### src/rpc_pkg.sv
// shared constants for the serial port control block
package rpc_pkg;

	// ----------------------------------------------------------------
	// register map, one aligned word each, four words per port
	// ----------------------------------------------------------------
	localparam logic [7:0] RPC_PORT_STRIDE = 8'h10;
	localparam logic [1:0] RPC_REG_CFG = 2'h0;
	localparam logic [1:0] RPC_REG_DIV = 2'h1;
	localparam logic [1:0] RPC_REG_TXD = 2'h2;
	localparam logic [1:0] RPC_REG_STAT = 2'h3;

	// ----------------------------------------------------------------
	// configuration word fields
	// ----------------------------------------------------------------
	localparam int RPC_CFG_W = 6;
	localparam int RPC_CLK_LSB = 0;
	localparam int RPC_EN_LSB = 2;
	localparam int RPC_SUPPRESS_BIT = 4;
	localparam int RPC_RTS_BIT = 5;

	// clock_mode_selector encodings
	localparam logic [1:0] RPC_QUARTER_CLOCK_MODE = 2'h0;
	localparam logic [1:0] RPC_HALF_CLOCK_MODE = 2'h1;
	localparam logic [1:0] RPC_FULL_CLOCK_MODE = 2'h2;

	// enable_mode_selector encodings
	localparam logic [1:0] RPC_AUTO_DRIVER_ENABLE = 2'h0;
	localparam logic [1:0] RPC_RTS_DRIVER_ENABLE = 2'h1;
	localparam logic [1:0] RPC_PLAIN_422_MODE = 2'h2;

	// values after reset: quarter clock, automatic enable, echo, rts low
	localparam logic [5:0] RPC_CFG_RESET = 6'h00;
	localparam logic [15:0] RPC_DIV_RESET = 16'h000C;

	// ----------------------------------------------------------------
	// counts
	// ----------------------------------------------------------------
	localparam int RPC_OVERSAMPLE = 16;
	localparam int RPC_FRAME_BITS = 10;

endpackage

### src/rpc_fifo2.sv
// small valid/ready buffer between the register bus and a transmitter
`timescale 1ns/100ps
`default_nettype none

module rpc_fifo2
#(
	parameter int WIDTH = 8,
	parameter int DEPTH = 2
)
(
	input wire logic clk,
	input wire logic rst_n,
	input wire logic in_valid,
	input wire logic [WIDTH-1:0] in_data,
	output logic in_ready,
	output logic out_valid,
	output logic [WIDTH-1:0] out_data,
	input wire logic out_ready,
	output logic [$clog2(DEPTH+1)-1:0] level
);

	localparam int PW = (DEPTH > 1) ? $clog2(DEPTH) : 1;
	localparam int LW = $clog2(DEPTH+1);

	logic [WIDTH-1:0] mem_q [DEPTH];
	logic [PW-1:0] wr_q;
	logic [PW-1:0] rd_q;
	logic [LW-1:0] cnt_q;
	wire push = in_valid & in_ready;
	wire pop = out_valid & out_ready;

	// full and empty straight from the count
	assign in_ready = (cnt_q != LW'(DEPTH));
	assign out_valid = (cnt_q != '0);
	assign out_data = mem_q[rd_q];
	assign level = cnt_q;

	// storage is written only, never reset
	always_ff @(posedge clk)
	begin
		if (push)
			mem_q[wr_q] <= in_data;
	end

	// pointers wrap at the depth
	always_ff @(posedge clk or negedge rst_n)
	begin
		if (!rst_n)
		begin
			wr_q <= '0;
			rd_q <= '0;
			cnt_q <= '0;
		end
		else
		begin
			if (push)
				wr_q <= (wr_q == PW'(DEPTH-1)) ? '0 : PW'(wr_q + 1'b1);
			if (pop)
				rd_q <= (rd_q == PW'(DEPTH-1)) ? '0 : PW'(rd_q + 1'b1);
			if (push & ~pop)
				cnt_q <= LW'(cnt_q + 1'b1);
			else if (pop & ~push)
				cnt_q <= LW'(cnt_q - 1'b1);
		end
	end

endmodule

`default_nettype wire

### src/rpc_tx.sv
// per-port prescaler, divisor and character transmitter
`timescale 1ns/100ps
`default_nettype none

module rpc_tx
	import rpc_pkg::*;
#(
	parameter int DIV_W = 16
)
(
	input wire logic clk,
	input wire logic rst_n,
	input wire logic [1:0] clk_mode,
	input wire logic [DIV_W-1:0] divisor,
	input wire logic in_valid,
	input wire logic [7:0] in_data,
	output logic in_ready,
	output logic txd,
	output logic busy
);

	typedef enum logic {RPC_IDLE, RPC_SEND} rpc_tx_e;

	logic [1:0] pre_q;
	logic [DIV_W-1:0] div_q;
	logic [3:0] os_q;
	logic [9:0] shift_q;
	logic [3:0] bits_q;
	rpc_tx_e state_q;

	// prescale limit: quarter rate is the default and the reserved code
	wire [1:0] pre_last = (clk_mode == RPC_FULL_CLOCK_MODE) ? 2'h0 :
		(clk_mode == RPC_HALF_CLOCK_MODE) ? 2'h1 : 2'h3;
	wire ref_en = (pre_q >= pre_last);
	wire [DIV_W-1:0] div_last = (divisor == '0) ? '0 : DIV_W'(divisor - 1'b1);
	wire os_en = ref_en & (div_q >= div_last);
	wire bit_en = os_en & (os_q == 4'(RPC_OVERSAMPLE-1));
	wire last_bit = (bits_q == 4'h1);
	wire frame_done = (state_q == RPC_SEND) & bit_en & last_bit;
	wire take = in_valid & bit_en & ((state_q == RPC_IDLE) | last_bit);

	assign in_ready = take;

	// divide chain: prescaler, programmed divisor, oversample count
	always_ff @(posedge clk or negedge rst_n)
	begin
		if (!rst_n)
		begin
			pre_q <= '0;
			div_q <= '0;
			os_q <= '0;
		end
		else
		begin
			pre_q <= ref_en ? 2'h0 : 2'(pre_q + 1'b1);
			if (ref_en)
				div_q <= (div_q >= div_last) ? '0 : DIV_W'(div_q + 1'b1);
			if (os_en)
				os_q <= 4'(os_q + 1'b1);
		end
	end

	// shifter: start bit, eight data bits lsb first, stop bit
	always_ff @(posedge clk or negedge rst_n)
	begin
		if (!rst_n)
		begin
			state_q <= RPC_IDLE;
			shift_q <= '1;
			bits_q <= '0;
			txd <= 1'b1;
			busy <= 1'b0;
		end
		else if (take)
		begin
			state_q <= RPC_SEND;
			shift_q <= {1'b1, in_data, 1'b0};
			bits_q <= 4'(RPC_FRAME_BITS);
			txd <= 1'b0;
			busy <= 1'b1;
		end
		else if (frame_done)
		begin
			state_q <= RPC_IDLE;
			txd <= 1'b1;
			busy <= 1'b0;
		end
		else if ((state_q == RPC_SEND) && bit_en)
		begin
			shift_q <= {1'b1, shift_q[9:1]};
			txd <= shift_q[1];
			bits_q <= 4'(bits_q - 1'b1);
		end
	end

endmodule

`default_nettype wire

### src/rpc_port_ctrl.sv
// four-port rs-485 line control with apb registers and baud prescalers
//
// Decided for this implementation: the placing of the registers and the APB register port.
`timescale 1ns/100ps
`default_nettype none

// Summary of operation
// - each port prescales the reference clock by four, two or one
// - after reset all ports use quarter clock and automatic driver enable
// - quarter clock with standard divisors gives the usual rates to 115.2k
// - half clock doubles every quarter-clock rate, up to 230.4k
// - full clock gives 460.8k divided by the divisor
// - automatic mode switches the line driver with no software action
// - rts mode drives the line driver from the rts control bit
// - in automatic mode an idle station keeps its driver off the shared line
// - echo mode keeps the receiver on while transmitting
// - outside plain rs-422 mode, suppress turns the receiver off while the driver is on
// - with neither enable selected the driver stays on; only the plain rs-422 code also keeps the receiver on
module rpc_port_ctrl
	import rpc_pkg::*;
#(
	parameter int PORTS = 4,
	parameter int DIV_W = 16,
	parameter int BUF_DEPTH = 2
)
(
	input wire logic pclk,
	input wire logic presetn,
	input wire logic psel,
	input wire logic penable,
	input wire logic pwrite,
	input wire logic [7:0] paddr,
	input wire logic [31:0] pwdata,
	output logic [31:0] prdata,
	output logic pready,
	output logic pslverr,
	output logic [PORTS-1:0] line_txd,
	output logic [PORTS-1:0] line_drv_en,
	output logic [PORTS-1:0] line_rx_en
);

	localparam int LVL_W = $clog2(BUF_DEPTH+1);

	// ----------------------------------------------------------------
	// per-port state
	// ----------------------------------------------------------------
	logic [RPC_CFG_W-1:0] cfg_q [PORTS];
	logic [DIV_W-1:0] div_q [PORTS];
	logic [PORTS-1:0] drv_q;
	logic [PORTS-1:0] rx_q;
	logic [PORTS-1:0] push;
	logic [PORTS-1:0] buf_ready;
	logic [PORTS-1:0] buf_valid;
	logic [PORTS-1:0] tx_take;
	logic [PORTS-1:0] tx_busy;
	logic [PORTS-1:0] tx_line;
	logic [7:0] buf_data [PORTS];
	logic [LVL_W-1:0] buf_level [PORTS];

	// ----------------------------------------------------------------
	// bus state
	// ----------------------------------------------------------------
	logic ready_q;
	logic err_q;
	logic [31:0] rdata_q;

	// ----------------------------------------------------------------
	// address decode
	// ----------------------------------------------------------------

	// the port index sits above the four register words
	wire [3:0] port_idx = paddr[7:4];
	wire [1:0] reg_idx = paddr[3:2];
	wire port_ok = (32'(port_idx) < PORTS) && (paddr[1:0] == 2'h0);
	wire [1:0] psel_idx = port_idx[1:0];
	wire access = psel & penable;
	wire done = access & ready_q;
	wire is_txd = (reg_idx == RPC_REG_TXD);
	wire is_stat = (reg_idx == RPC_REG_STAT);

	// a data write waits while the port buffer is full
	wire stall = port_ok & pwrite & is_txd & ~buf_ready[psel_idx];
	wire answer = access & ~ready_q & ~stall;

	// a write to the status word or a read of the data word is refused
	wire bad = ~port_ok | (pwrite & is_stat) | (~pwrite & is_txd);

	// ----------------------------------------------------------------
	// read data
	// ----------------------------------------------------------------

	// status word: level, receiver, driver, busy
	function automatic logic [31:0] stat_word(input logic busy_i,
		input logic drv_i, input logic rx_i, input logic [LVL_W-1:0] lvl_i);
		logic [31:0] w;
		w = '0;
		w[LVL_W-1:0] = lvl_i;
		w[8] = rx_i;
		w[9] = drv_i;
		w[10] = busy_i;
		return w;
	endfunction

	logic [31:0] rd_mux;

	// select the addressed word; anything unmapped reads zero
	always_comb
	begin
		rd_mux = '0;
		if (port_ok)
		begin
			case (reg_idx)
				RPC_REG_CFG: rd_mux = 32'(cfg_q[psel_idx]);
				RPC_REG_DIV: rd_mux = 32'(div_q[psel_idx]);
				RPC_REG_STAT: rd_mux = stat_word(tx_busy[psel_idx],
					drv_q[psel_idx], rx_q[psel_idx], buf_level[psel_idx]);
				default: rd_mux = '0;
			endcase
		end
	end

	// ----------------------------------------------------------------
	// apb answer
	// ----------------------------------------------------------------

	// ready rises one cycle into the access phase, for one cycle
	always_ff @(posedge pclk or negedge presetn)
	begin
		if (!presetn)
		begin
			ready_q <= 1'b0;
			err_q <= 1'b0;
			rdata_q <= '0;
		end
		else
		begin
			ready_q <= answer;
			err_q <= answer & bad;
			rdata_q <= (answer & ~pwrite & ~bad) ? rd_mux : '0;
		end
	end

	assign pready = ready_q;
	assign pslverr = err_q;
	assign prdata = rdata_q;

	// ----------------------------------------------------------------
	// per-port registers, buffer, transmitter and line enables
	// ----------------------------------------------------------------
	genvar gi;
	generate
		for (gi = 0; gi < PORTS; gi++)
		begin : g_port
			wire hit = done & pwrite & ~bad & (32'(port_idx) == gi);
			wire [1:0] mode = cfg_q[gi][RPC_EN_LSB +: 2];
			wire suppress = cfg_q[gi][RPC_SUPPRESS_BIT];
			logic drv_d;
			logic rx_d;

			// each port has its own settings word and divisor
			always_ff @(posedge pclk or negedge presetn)
			begin
				if (!presetn)
				begin
					cfg_q[gi] <= RPC_CFG_RESET;
					div_q[gi] <= DIV_W'(RPC_DIV_RESET);
				end
				else if (hit)
				begin
					if (reg_idx == RPC_REG_CFG)
						cfg_q[gi] <= pwdata[RPC_CFG_W-1:0];
					if (reg_idx == RPC_REG_DIV)
						div_q[gi] <= pwdata[DIV_W-1:0];
				end
			end

			// a data write completes only when the buffer can take it
			assign push[gi] = hit & is_txd;

			rpc_fifo2 #(
				.WIDTH(8),
				.DEPTH(BUF_DEPTH)
			) u_buf (
				.clk(pclk),
				.rst_n(presetn),
				.in_valid(push[gi]),
				.in_data(pwdata[7:0]),
				.in_ready(buf_ready[gi]),
				.out_valid(buf_valid[gi]),
				.out_data(buf_data[gi]),
				.out_ready(tx_take[gi]),
				.level(buf_level[gi])
			);

			// rate chain: prescale, divisor, oversample
			rpc_tx #(
				.DIV_W(DIV_W)
			) u_tx (
				.clk(pclk),
				.rst_n(presetn),
				.clk_mode(cfg_q[gi][RPC_CLK_LSB +: 2]),
				.divisor(div_q[gi]),
				.in_valid(buf_valid[gi]),
				.in_data(buf_data[gi]),
				.in_ready(tx_take[gi]),
				.txd(tx_line[gi]),
				.busy(tx_busy[gi])
			);

			// driver follows the selected enable source
			always_comb
			begin
				case (mode)
					RPC_AUTO_DRIVER_ENABLE: drv_d = tx_busy[gi];
					RPC_RTS_DRIVER_ENABLE: drv_d = cfg_q[gi][RPC_RTS_BIT];
					default: drv_d = 1'b1;
				endcase
			end

			// receiver stays on for echo and in rs-422 mode
			assign rx_d = (suppress && (mode != RPC_PLAIN_422_MODE)) ?
				~drv_d : 1'b1;

			// registered pin drive
			always_ff @(posedge pclk or negedge presetn)
			begin
				if (!presetn)
				begin
					drv_q[gi] <= 1'b0;
					rx_q[gi] <= 1'b1;
				end
				else
				begin
					drv_q[gi] <= drv_d;
					rx_q[gi] <= rx_d;
				end
			end
		end
	endgenerate

	assign line_txd = tx_line;
	assign line_drv_en = drv_q;
	assign line_rx_en = rx_q;

endmodule

`default_nettype wire

### config.mk
export PLATFORM = sky130hd
export DESIGN_NAME = rpc_port_ctrl
export DESIGN_NICKNAME = d
export VERILOG_FILES = /design/src/rpc_pkg.sv /design/src/rpc_fifo2.sv /design/src/rpc_tx.sv /design/src/rpc_port_ctrl.sv
export SDC_FILE = /design/constraint.sdc
export NUM_CORES = 1
export LEC_CHECK = 0
export BUFFER_PORTS_ARGS = -buffer_cell sky130_fd_sc_hd__buf_2
export CAP_MARGIN = 20
export CORE_ASPECT_RATIO = 1.75
export CORE_MARGIN = 4
export CORE_UTILIZATION = 56
export DETAILED_ROUTE_END_ITERATION = 12
export PLACE_DENSITY_LB_ADDON = 0.05
export SYNTH_ARGS = -nofsm -noshare
export SYNTH_HDL_FRONTEND = slang
export SYNTH_SLANG_ARGS = --single-unit
export TNS_END_PERCENT = 50
### constraint.sdc
create_clock -name pclk -period 3.9 [get_ports pclk]
set_input_delay 0.39 -clock pclk [delete_from_list [all_inputs] [get_ports pclk]]
set_output_delay 0.39 -clock pclk [all_outputs]
set_load 0.02 [all_outputs]
* After elaboration in Yosys (flattened, before gate mapping)
Memory sizes are Yosys's and may differ from the RTL's. Cells that the tools add are included.
Operators by class: add/subtract/negate cells 36, order comparisons 11, equality and inequality tests 38, mux-type cells 116, bitwise gates (word level) 91, reduce and logical (&&, ||, !) cells 52
Operators with widths (count):
- two-way mux 16 bit | 10
- two-way mux 10 bit | 12
- adder 16 x 1 -> 16 bit (second input constant) | 4
- >= comparator 16 bit | 4
- logical NOT 16 bit | 4
- two-way mux 32 bit | 2
- subtractor 16 x 1 -> 16 bit (second input constant) | 4
- bitwise AND 1 bit | 62
- two-way mux 4 bit | 12
- one-hot mux 16 bit (3 select lines) | 1
- two-way mux 1 bit | 44
- two-way mux 2 bit | 22
- binary-select mux 16 bit (select 2 bit) | 1
- nonzero test 2 bit | 16
- inequality test 2 bit (second input constant) | 12
- AND reduction 2 bit | 12
- NOT 1 bit | 22
- equality test 4 x 1 -> 1 bit (second input constant) | 5
- equality test 2 x 1 -> 1 bit (second input constant) | 9
- adder 2 x 1 -> 2 bit (second input constant) | 8
- adder 4 x 1 -> 4 bit (second input constant) | 4
- equality test 4 bit (second input constant) | 4
- subtractor 4 x 1 -> 4 bit (second input constant) | 4
- binary-select mux 6 bit (select 2 bit) | 1
- 18 further kinds | 65
Word-level totals: flip-flop bits (word level) 298, RAM bits 64, bits of input ports 45, output and inout bits 46, logic and storage cells 407, memories 4
Memories:
- g_port[0].u_buf.mem_q | words 2, bits a word 8, rd ports 1, clocked after memory_dff 0, write ports 1, RTL line rpc_fifo2.sv:25 | logic [WIDTH-1:0] mem_q [DEPTH];
- g_port[1].u_buf.mem_q | words 2, bits a word 8, rd ports 1, clocked after memory_dff 0, write ports 1, RTL line rpc_fifo2.sv:25
- g_port[2].u_buf.mem_q | words 2, bits a word 8, rd ports 1, clocked after memory_dff 0, write ports 1, RTL line rpc_fifo2.sv:25
- g_port[3].u_buf.mem_q | words 2, bits a word 8, rd ports 1, clocked after memory_dff 0, write ports 1, RTL line rpc_fifo2.sv:25

* Depth between registers and ports, before layout
depth in word-level cells 14, depth in mapped cells 19, depth with buffers taken out 18

* Modules after synthesis
Synthesis repeated with hierarchy kept, for this count alone.
Unflattened totals: cells, all modules 1597, area, all modules 18382.6 um^2
Modules (own cells, without submodules):
- rpc_port_ctrl | times used 1, cells an instance 341, area an instance 5246.3 um^2, seq. area each 2867.8 um^2
- rpc_tx (g_port[0].u_tx ...) | times used 2, cells an instance 273, area an instance 2516.2 um^2, seq. area each 912.1 um^2
- rpc_fifo2 | times used 4, cells an instance 43, area an instance 787.0 um^2, seq. area each 580.6 um^2
- rpc_tx (g_port[3].u_tx) | times used 1, cells an instance 269, area an instance 2494.9 um^2, seq. area each 912.1 um^2
- rpc_tx (g_port[1].u_tx) | times used 1, cells an instance 269, area an instance 2461.1 um^2, seq. area each 912.1 um^2

* Least setup slack after synthesis
No wires, ideal clock.
path kind register -> register, start register div_q[32] in the netlist's numbering, end register g_port[1].u_buf.cnt_q[1], library setup time 79 ps, arrival 3904 ps, required time 3821 ps, slack -84 ps, cell stages (with the launch flop) 18, buffers on the path 0, period minus slack after synthesis 3984 ps, path through dfrtp_1 -> inv_1 -> ha_1 -> nand2b_1 -> nor4_1 -> nand2_1 -> or4_1 -> nor3_1 -> a21oi_1 -> ha_1 -> nand4_1 -> or4_1 -> o221ai_1 -> nand4_1 -> ha_1 -> xor2_1 -> nor2_1 -> xor2_1
Between the ends: longest elaborated chain between the ends 11, elaborated cells on any way between the ends 14, those cells by class add/sub (1); order compare (1); mux (2); bitwise (8); reduce/logical (2)
Ends and longest elaborated chain:
- from (decl) | RTL line rpc_port_ctrl.sv:48 | logic [DIV_W-1:0] div_q [PORTS];
- from (signal, indexed assignment) | RTL line rpc_port_ctrl.sv:166 | div_q[gi] <= DIV_W'(RPC_DIV_RESET);
- from (signal, indexed assignment) | RTL line rpc_port_ctrl.sv:173 | div_q[gi] <= pwdata[DIV_W-1:0];
- subtractor 16 x 1 -> 16 bit / logical NOT 16 bit (equally long branches) | RTL line rpc_tx.sv:35 | wire [DIV_W-1:0] div_last = (divisor == '0) ? '0 : DIV_W'(divisor - 1'b1);
- two-way mux 16 bit * | RTL line rpc_tx.sv:35
- >= comparator 16 bit * | RTL line rpc_tx.sv:36 | wire os_en = ref_en & (div_q >= div_last);
- bitwise AND 1 bit * | RTL line rpc_tx.sv:36
- bitwise AND 1 bit * | RTL line rpc_tx.sv:37 | wire bit_en = os_en & (os_q == 4'(RPC_OVERSAMPLE-1));
- bitwise AND 1 bit * (2 in a row) | RTL line rpc_tx.sv:40 | wire take = in_valid & bit_en & ((state_q == RPC_IDLE) | last_bit);
- bitwise AND 1 bit * | RTL line rpc_fifo2.sv:30 | wire pop = out_valid & out_ready;
- NOT 1 bit | RTL line rpc_fifo2.sv:60 | if (push & ~pop)
- bitwise AND 1 bit | RTL line rpc_fifo2.sv:60
- two-way mux 2 bit / nonzero test 2 bit (equally long branches)
- to (signal assigned) | RTL line rpc_fifo2.sv:61 | cnt_q <= LW'(cnt_q + 1'b1);
- to (signal assigned) | RTL line rpc_fifo2.sv:63 | cnt_q <= LW'(cnt_q - 1'b1);
- to (decl) | RTL line rpc_fifo2.sv:28 | logic [LW-1:0] cnt_q;
Mark *: on every way between the ends. The rest lies on a longest branch, timed or not. A chain may end at the register's enable or synchronous reset.

* Worst setup path after layout
start register div_q[38] in the netlist's numbering, end register g_port[1].u_tx.shift_q[5]
Between the ends: longest elaborated chain between the ends 9, elaborated cells on any way between the ends 15, those cells by class add/sub (1); order compare (1); eq/ne (1); mux (2); bitwise (6); reduce/logical (4)
Ends and longest elaborated chain:
- subtractor 16 x 1 -> 16 bit / logical NOT 16 bit (equally long branches) | RTL line rpc_tx.sv:35
- two-way mux 16 bit * | RTL line rpc_tx.sv:35
- >= comparator 16 bit * | RTL line rpc_tx.sv:36
- bitwise AND 1 bit * | RTL line rpc_tx.sv:36
- bitwise AND 1 bit * | RTL line rpc_tx.sv:37
- bitwise AND 1 bit (on tied branches) (2 in a row) | RTL line rpc_tx.sv:40, rpc_tx.sv:39
- inequality test 2 bit (no source line) / nonzero test 2 bit (equally long branches)
- AND reduction 2 bit (no source line)
- to (signal assigned) | RTL line rpc_tx.sv:77 | shift_q <= {1'b1, in_data, 1'b0};
- to (signal assigned) | RTL line rpc_tx.sv:90 | shift_q <= {1'b1, shift_q[9:1]};
- to (decl) | RTL line rpc_tx.sv:27 | logic [9:0] shift_q;
Marks and branches as above.

==> summary.txt <==
Fill cells = 2380
Die Wd = 144 microns
Fin cells = 2233
Post-synthesis simple-gate area fraction = 15.2%
Initial core utilization = 57.1%
Iter 0 DRT Violations = 435
Measured slew at the worst slew-check pin = 0.936 ns
Worst clock skew = 0.00887 ns
First-pass GRT wire length = 67800 microns
Status = finished with violations
Final hold violation count = 0
VDD IR max = 0.450 mV
Register area = 0.00884 sq mm
Crit Path Class = reg2reg
Max FO, Critical Path = 4
CTS tree = yes
Critical path arrival = 4.46 ns
Post-synth EDFFs = 64
Max Cap Viol = 0
Synthesized area = 0.0181 sq mm
Max Buffers Root-to-Sink = 3
1st-pass router iterations = 4
Leak Pwr = 9.54 nW
Failing checks = negative setup slack
Fraction of layout cells with a size suffix above 1 = 28.9%
Routability cong. = 0.880
Multi-input combinational cell area = 0.00923 sq mm
Root buf cell = clkbuf_16
RSZ-0062 raised after global routing = yes
Fin area = 0.0214 sq mm
Synth Instances = 1627
Cts bufs inserted = 34
Count of cell types in the netlist = 74
Clk Latency, worst-skew pair = 0.54 ns
Dpl cells = 2144
Synth warnings = 0
Final WS setup = -0.103 ns
Vias in the first global route = 12900
Ports = 91
Synth area leader = dfrtp_1
Post-Place Cell Area = 0.0195 sq mm
Worst EP required = 4.36 ns
# rows = 86
Die Area = 0.0354 sq mm
Adder-Cell Fraction of Synth Area = 7.19%
FFs w/ async S/R, synth = 81.1%
Congestion Overflow GR = 0
Hold Path Class = in2reg
Synth top area cells = dfrtp_1, edfxtp_1, mux2_2
Area growth syn-to-layout = 18.1%
Slew HR = 37.6%
Max-slew violations = 0
Pwr per Cell Area = 475 mW/mm^2
Final setup viols = 11
Vias = 12800
Synthesis-stage register bit count = 338
IO buf count = 58
Synth Area in XOR/XNOR = 5.80%
Critical Path Start Type = register
Initial antenna violation count = 1
Tcrit/Tclk final = 103%
H-tree depth = 2
Avg Vias per Cell = 5.75
Core area = 0.0317 sq mm
Main combinational cell family by area after synthesis = simple AND/OR/NAND/NOR gates
Fin util = 67.4%
Final wirelength = 43100 microns
Tmin final = 4.00 ns
Post-synthesis area per instance = 11.1 sq um
Die Y = 246 microns
Crit end category = register
Main flop type after synthesis = dfrtp_1
FMAX = 250 MHz
Post-synthesis sequential area ratio = 48.8%
Clk sinks = 338
Top cell type's share of synthesized area = 31.2%
GRT Overall Usage = 24.3%
DR WL/cell = 19.3 microns
Total power = 0.0101 W
Detailed placement HPWL = 31200 microns
Detail Route Antenna Nets = 0
Mux share of post-synthesis cell area = 12.0%
Largest net degree at the start of global routing = 124
Post-route DRC = 0
Clock transition at path regs = 0.06 ns
FF-to-FF setup slack = -0.10 ns
Area fraction in compound gates after synthesis = 8.13%
Fin nets = 1959
Final hold slack = 0.149 ns
## worst max-delay path, stage by stage (launching register included)
cell     delay, ns
dfrtp_1       0.39
nor4_2        0.31
nor2b_1       0.21
buf_4         0.17
nand2_4       0.05
or4_4         0.42
nor3_2        0.12
a21oi_1       0.07
ha_1          0.32
nand4_1       0.14
or4_4         0.57
buf_4         0.15
o221a_4       0.26
nor3_4        0.24
buf_4         0.18
mux2_2        0.33
## synthesized netlist by cell type, types with 13 or more instances
master,count
dfrtp_1,226
nor3_1,24
nor4_1,15
nand4_1,25
a21o_1,25
xor2_1,75
nor2_1,139
o21ai_0,54
ha_1,104
nand2_1,169
mux4_2,26
mux2_2,119
inv_1,47
buf_4,22
dfstp_2,48
edfxtp_1,64
and3_1,22
mux2i_1,22
buf_2,13
nand3_1,46
xnor2_1,45
nand2b_1,29
a21oi_1,62
clkbuf_1,27
o22ai_1,16
## per-layer routing
metal	vias up	wire (microns)	global-route usage, %	share of wire (%)
li1	6198	-	-	-
met3	99	1320	2.74	3.1
met2	212	22800	42.9	53
met5	-	0	0	0
met1	6330	16800	29.5	39
met4	0	2060	11.3	4.8
## registers in the layout, indices dropped and copies added, names as in the netlist, 8 cells and up
signal and flops:
g_port.u_tx.bits_q 16, g_port.u_tx.pre_q 8, div_q 64, cfg_q 24, g_port.u_tx.shift_q 32, g_port.u_tx.div_q 64, g_port.u_buf.mem_q 64, g_port.u_tx.os_q 16
prdata 16, g_port.u_buf.level 8
## placed cells by master, fill, tap and decap left out, drive strengths merged, types with 13 or more instances in the layout
| cell | n |
|---|---|
| nand4 | 26 |
| mux2i | 22 |
| clkbuf | 41 |
| nor3 | 28 |
| clkinv | 13 |
| nand2 | 169 |
| nand3 | 46 |
| buf | 196 |
| dfstp | 48 |
| mux4 | 27 |
| a21o | 25 |
| inv | 47 |
| nor4 | 18 |
| conb | 16 |
| and3 | 22 |
| nor2 | 145 |
| o21ai | 54 |
| dfrtp | 226 |
| o22ai | 16 |
| ha | 104 |
| a21oi | 62 |
| xnor2 | 45 |
| mux2 | 119 |
| nand2b | 29 |
| edfxtp | 64 |
| xor2 | 75 |
## area by class of cell
type | instances | share of cell area (%)
inverter | 47 | 0.825
antenna | 1 | 0.0117
tap | 396 | 2.32
clock buffer | 41 | 4.39
sequential | 338 | 41.3
timing repair buffer | 197 | 6.63
clock inverter | 21 | 1.33
multi-input combinational | 1192 | 43.2
## final timing paths
check | from | endpoint | depth (start not counted)
worst max-delay path | div_q[38] | g_port[1].u_tx.shift_q[5] | 15
worst min-delay path | pwdata[11] | div_q[43] | 2
worst max register to register | div_q[38] | g_port[1].u_tx.shift_q[5] | 15
worst min register to register | cfg_q[16] | line_rx_en[1] | 1
max in group asynchronous | presetn | g_port[1].u_buf.wr_q | 3
min in group asynchronous | presetn | g_port[0].u_tx.bits_q[1] | 2
## per-stage QoR
step	setup TNS [ns]	setup WS [ns]
5_1_grt	-4.53	-0.345
3_3_place_gp	-1.85	-0.151
3_5_place_dp	-3.27	-0.196
6_report	-0.771	-0.103
2_1_floorplan	-0.0744	-0.0629
4_1_cts	-0.211	-0.0795
## cells by family (layout without fill, tap and decap cells)
family | after synthesis | in the layout
compound gates | 232 | 232
xor+xnor | 120 | 120
fa+ha+maj | 104 | 104
buf+inv | 112 | 306
flops | 338 | 338
mux | 168 | 168
other cells | 1 | 17
simple gates | 552 | 552
## report_power, final
part	internal [W]	leakage (nW)	total (W)	switching, W
Clock	0.00213	0.602	0.00355	0.00142
Sequential	0.00415	4.06	0.00456	0.000413
Combinational	0.000975	4.87	0.00203	0.00106
## repair_timing
item	4_1_cts	5_1_grt
buffers inserted	1	21
gates cloned	0	3
endpoints found under the hold margin	3	0
setup endpoints to repair	40	101
hold buffers	1	0
pin swaps	5	26
gates resized for setup	14	82
Note: power is estimated with default switching activity, not from simulation.
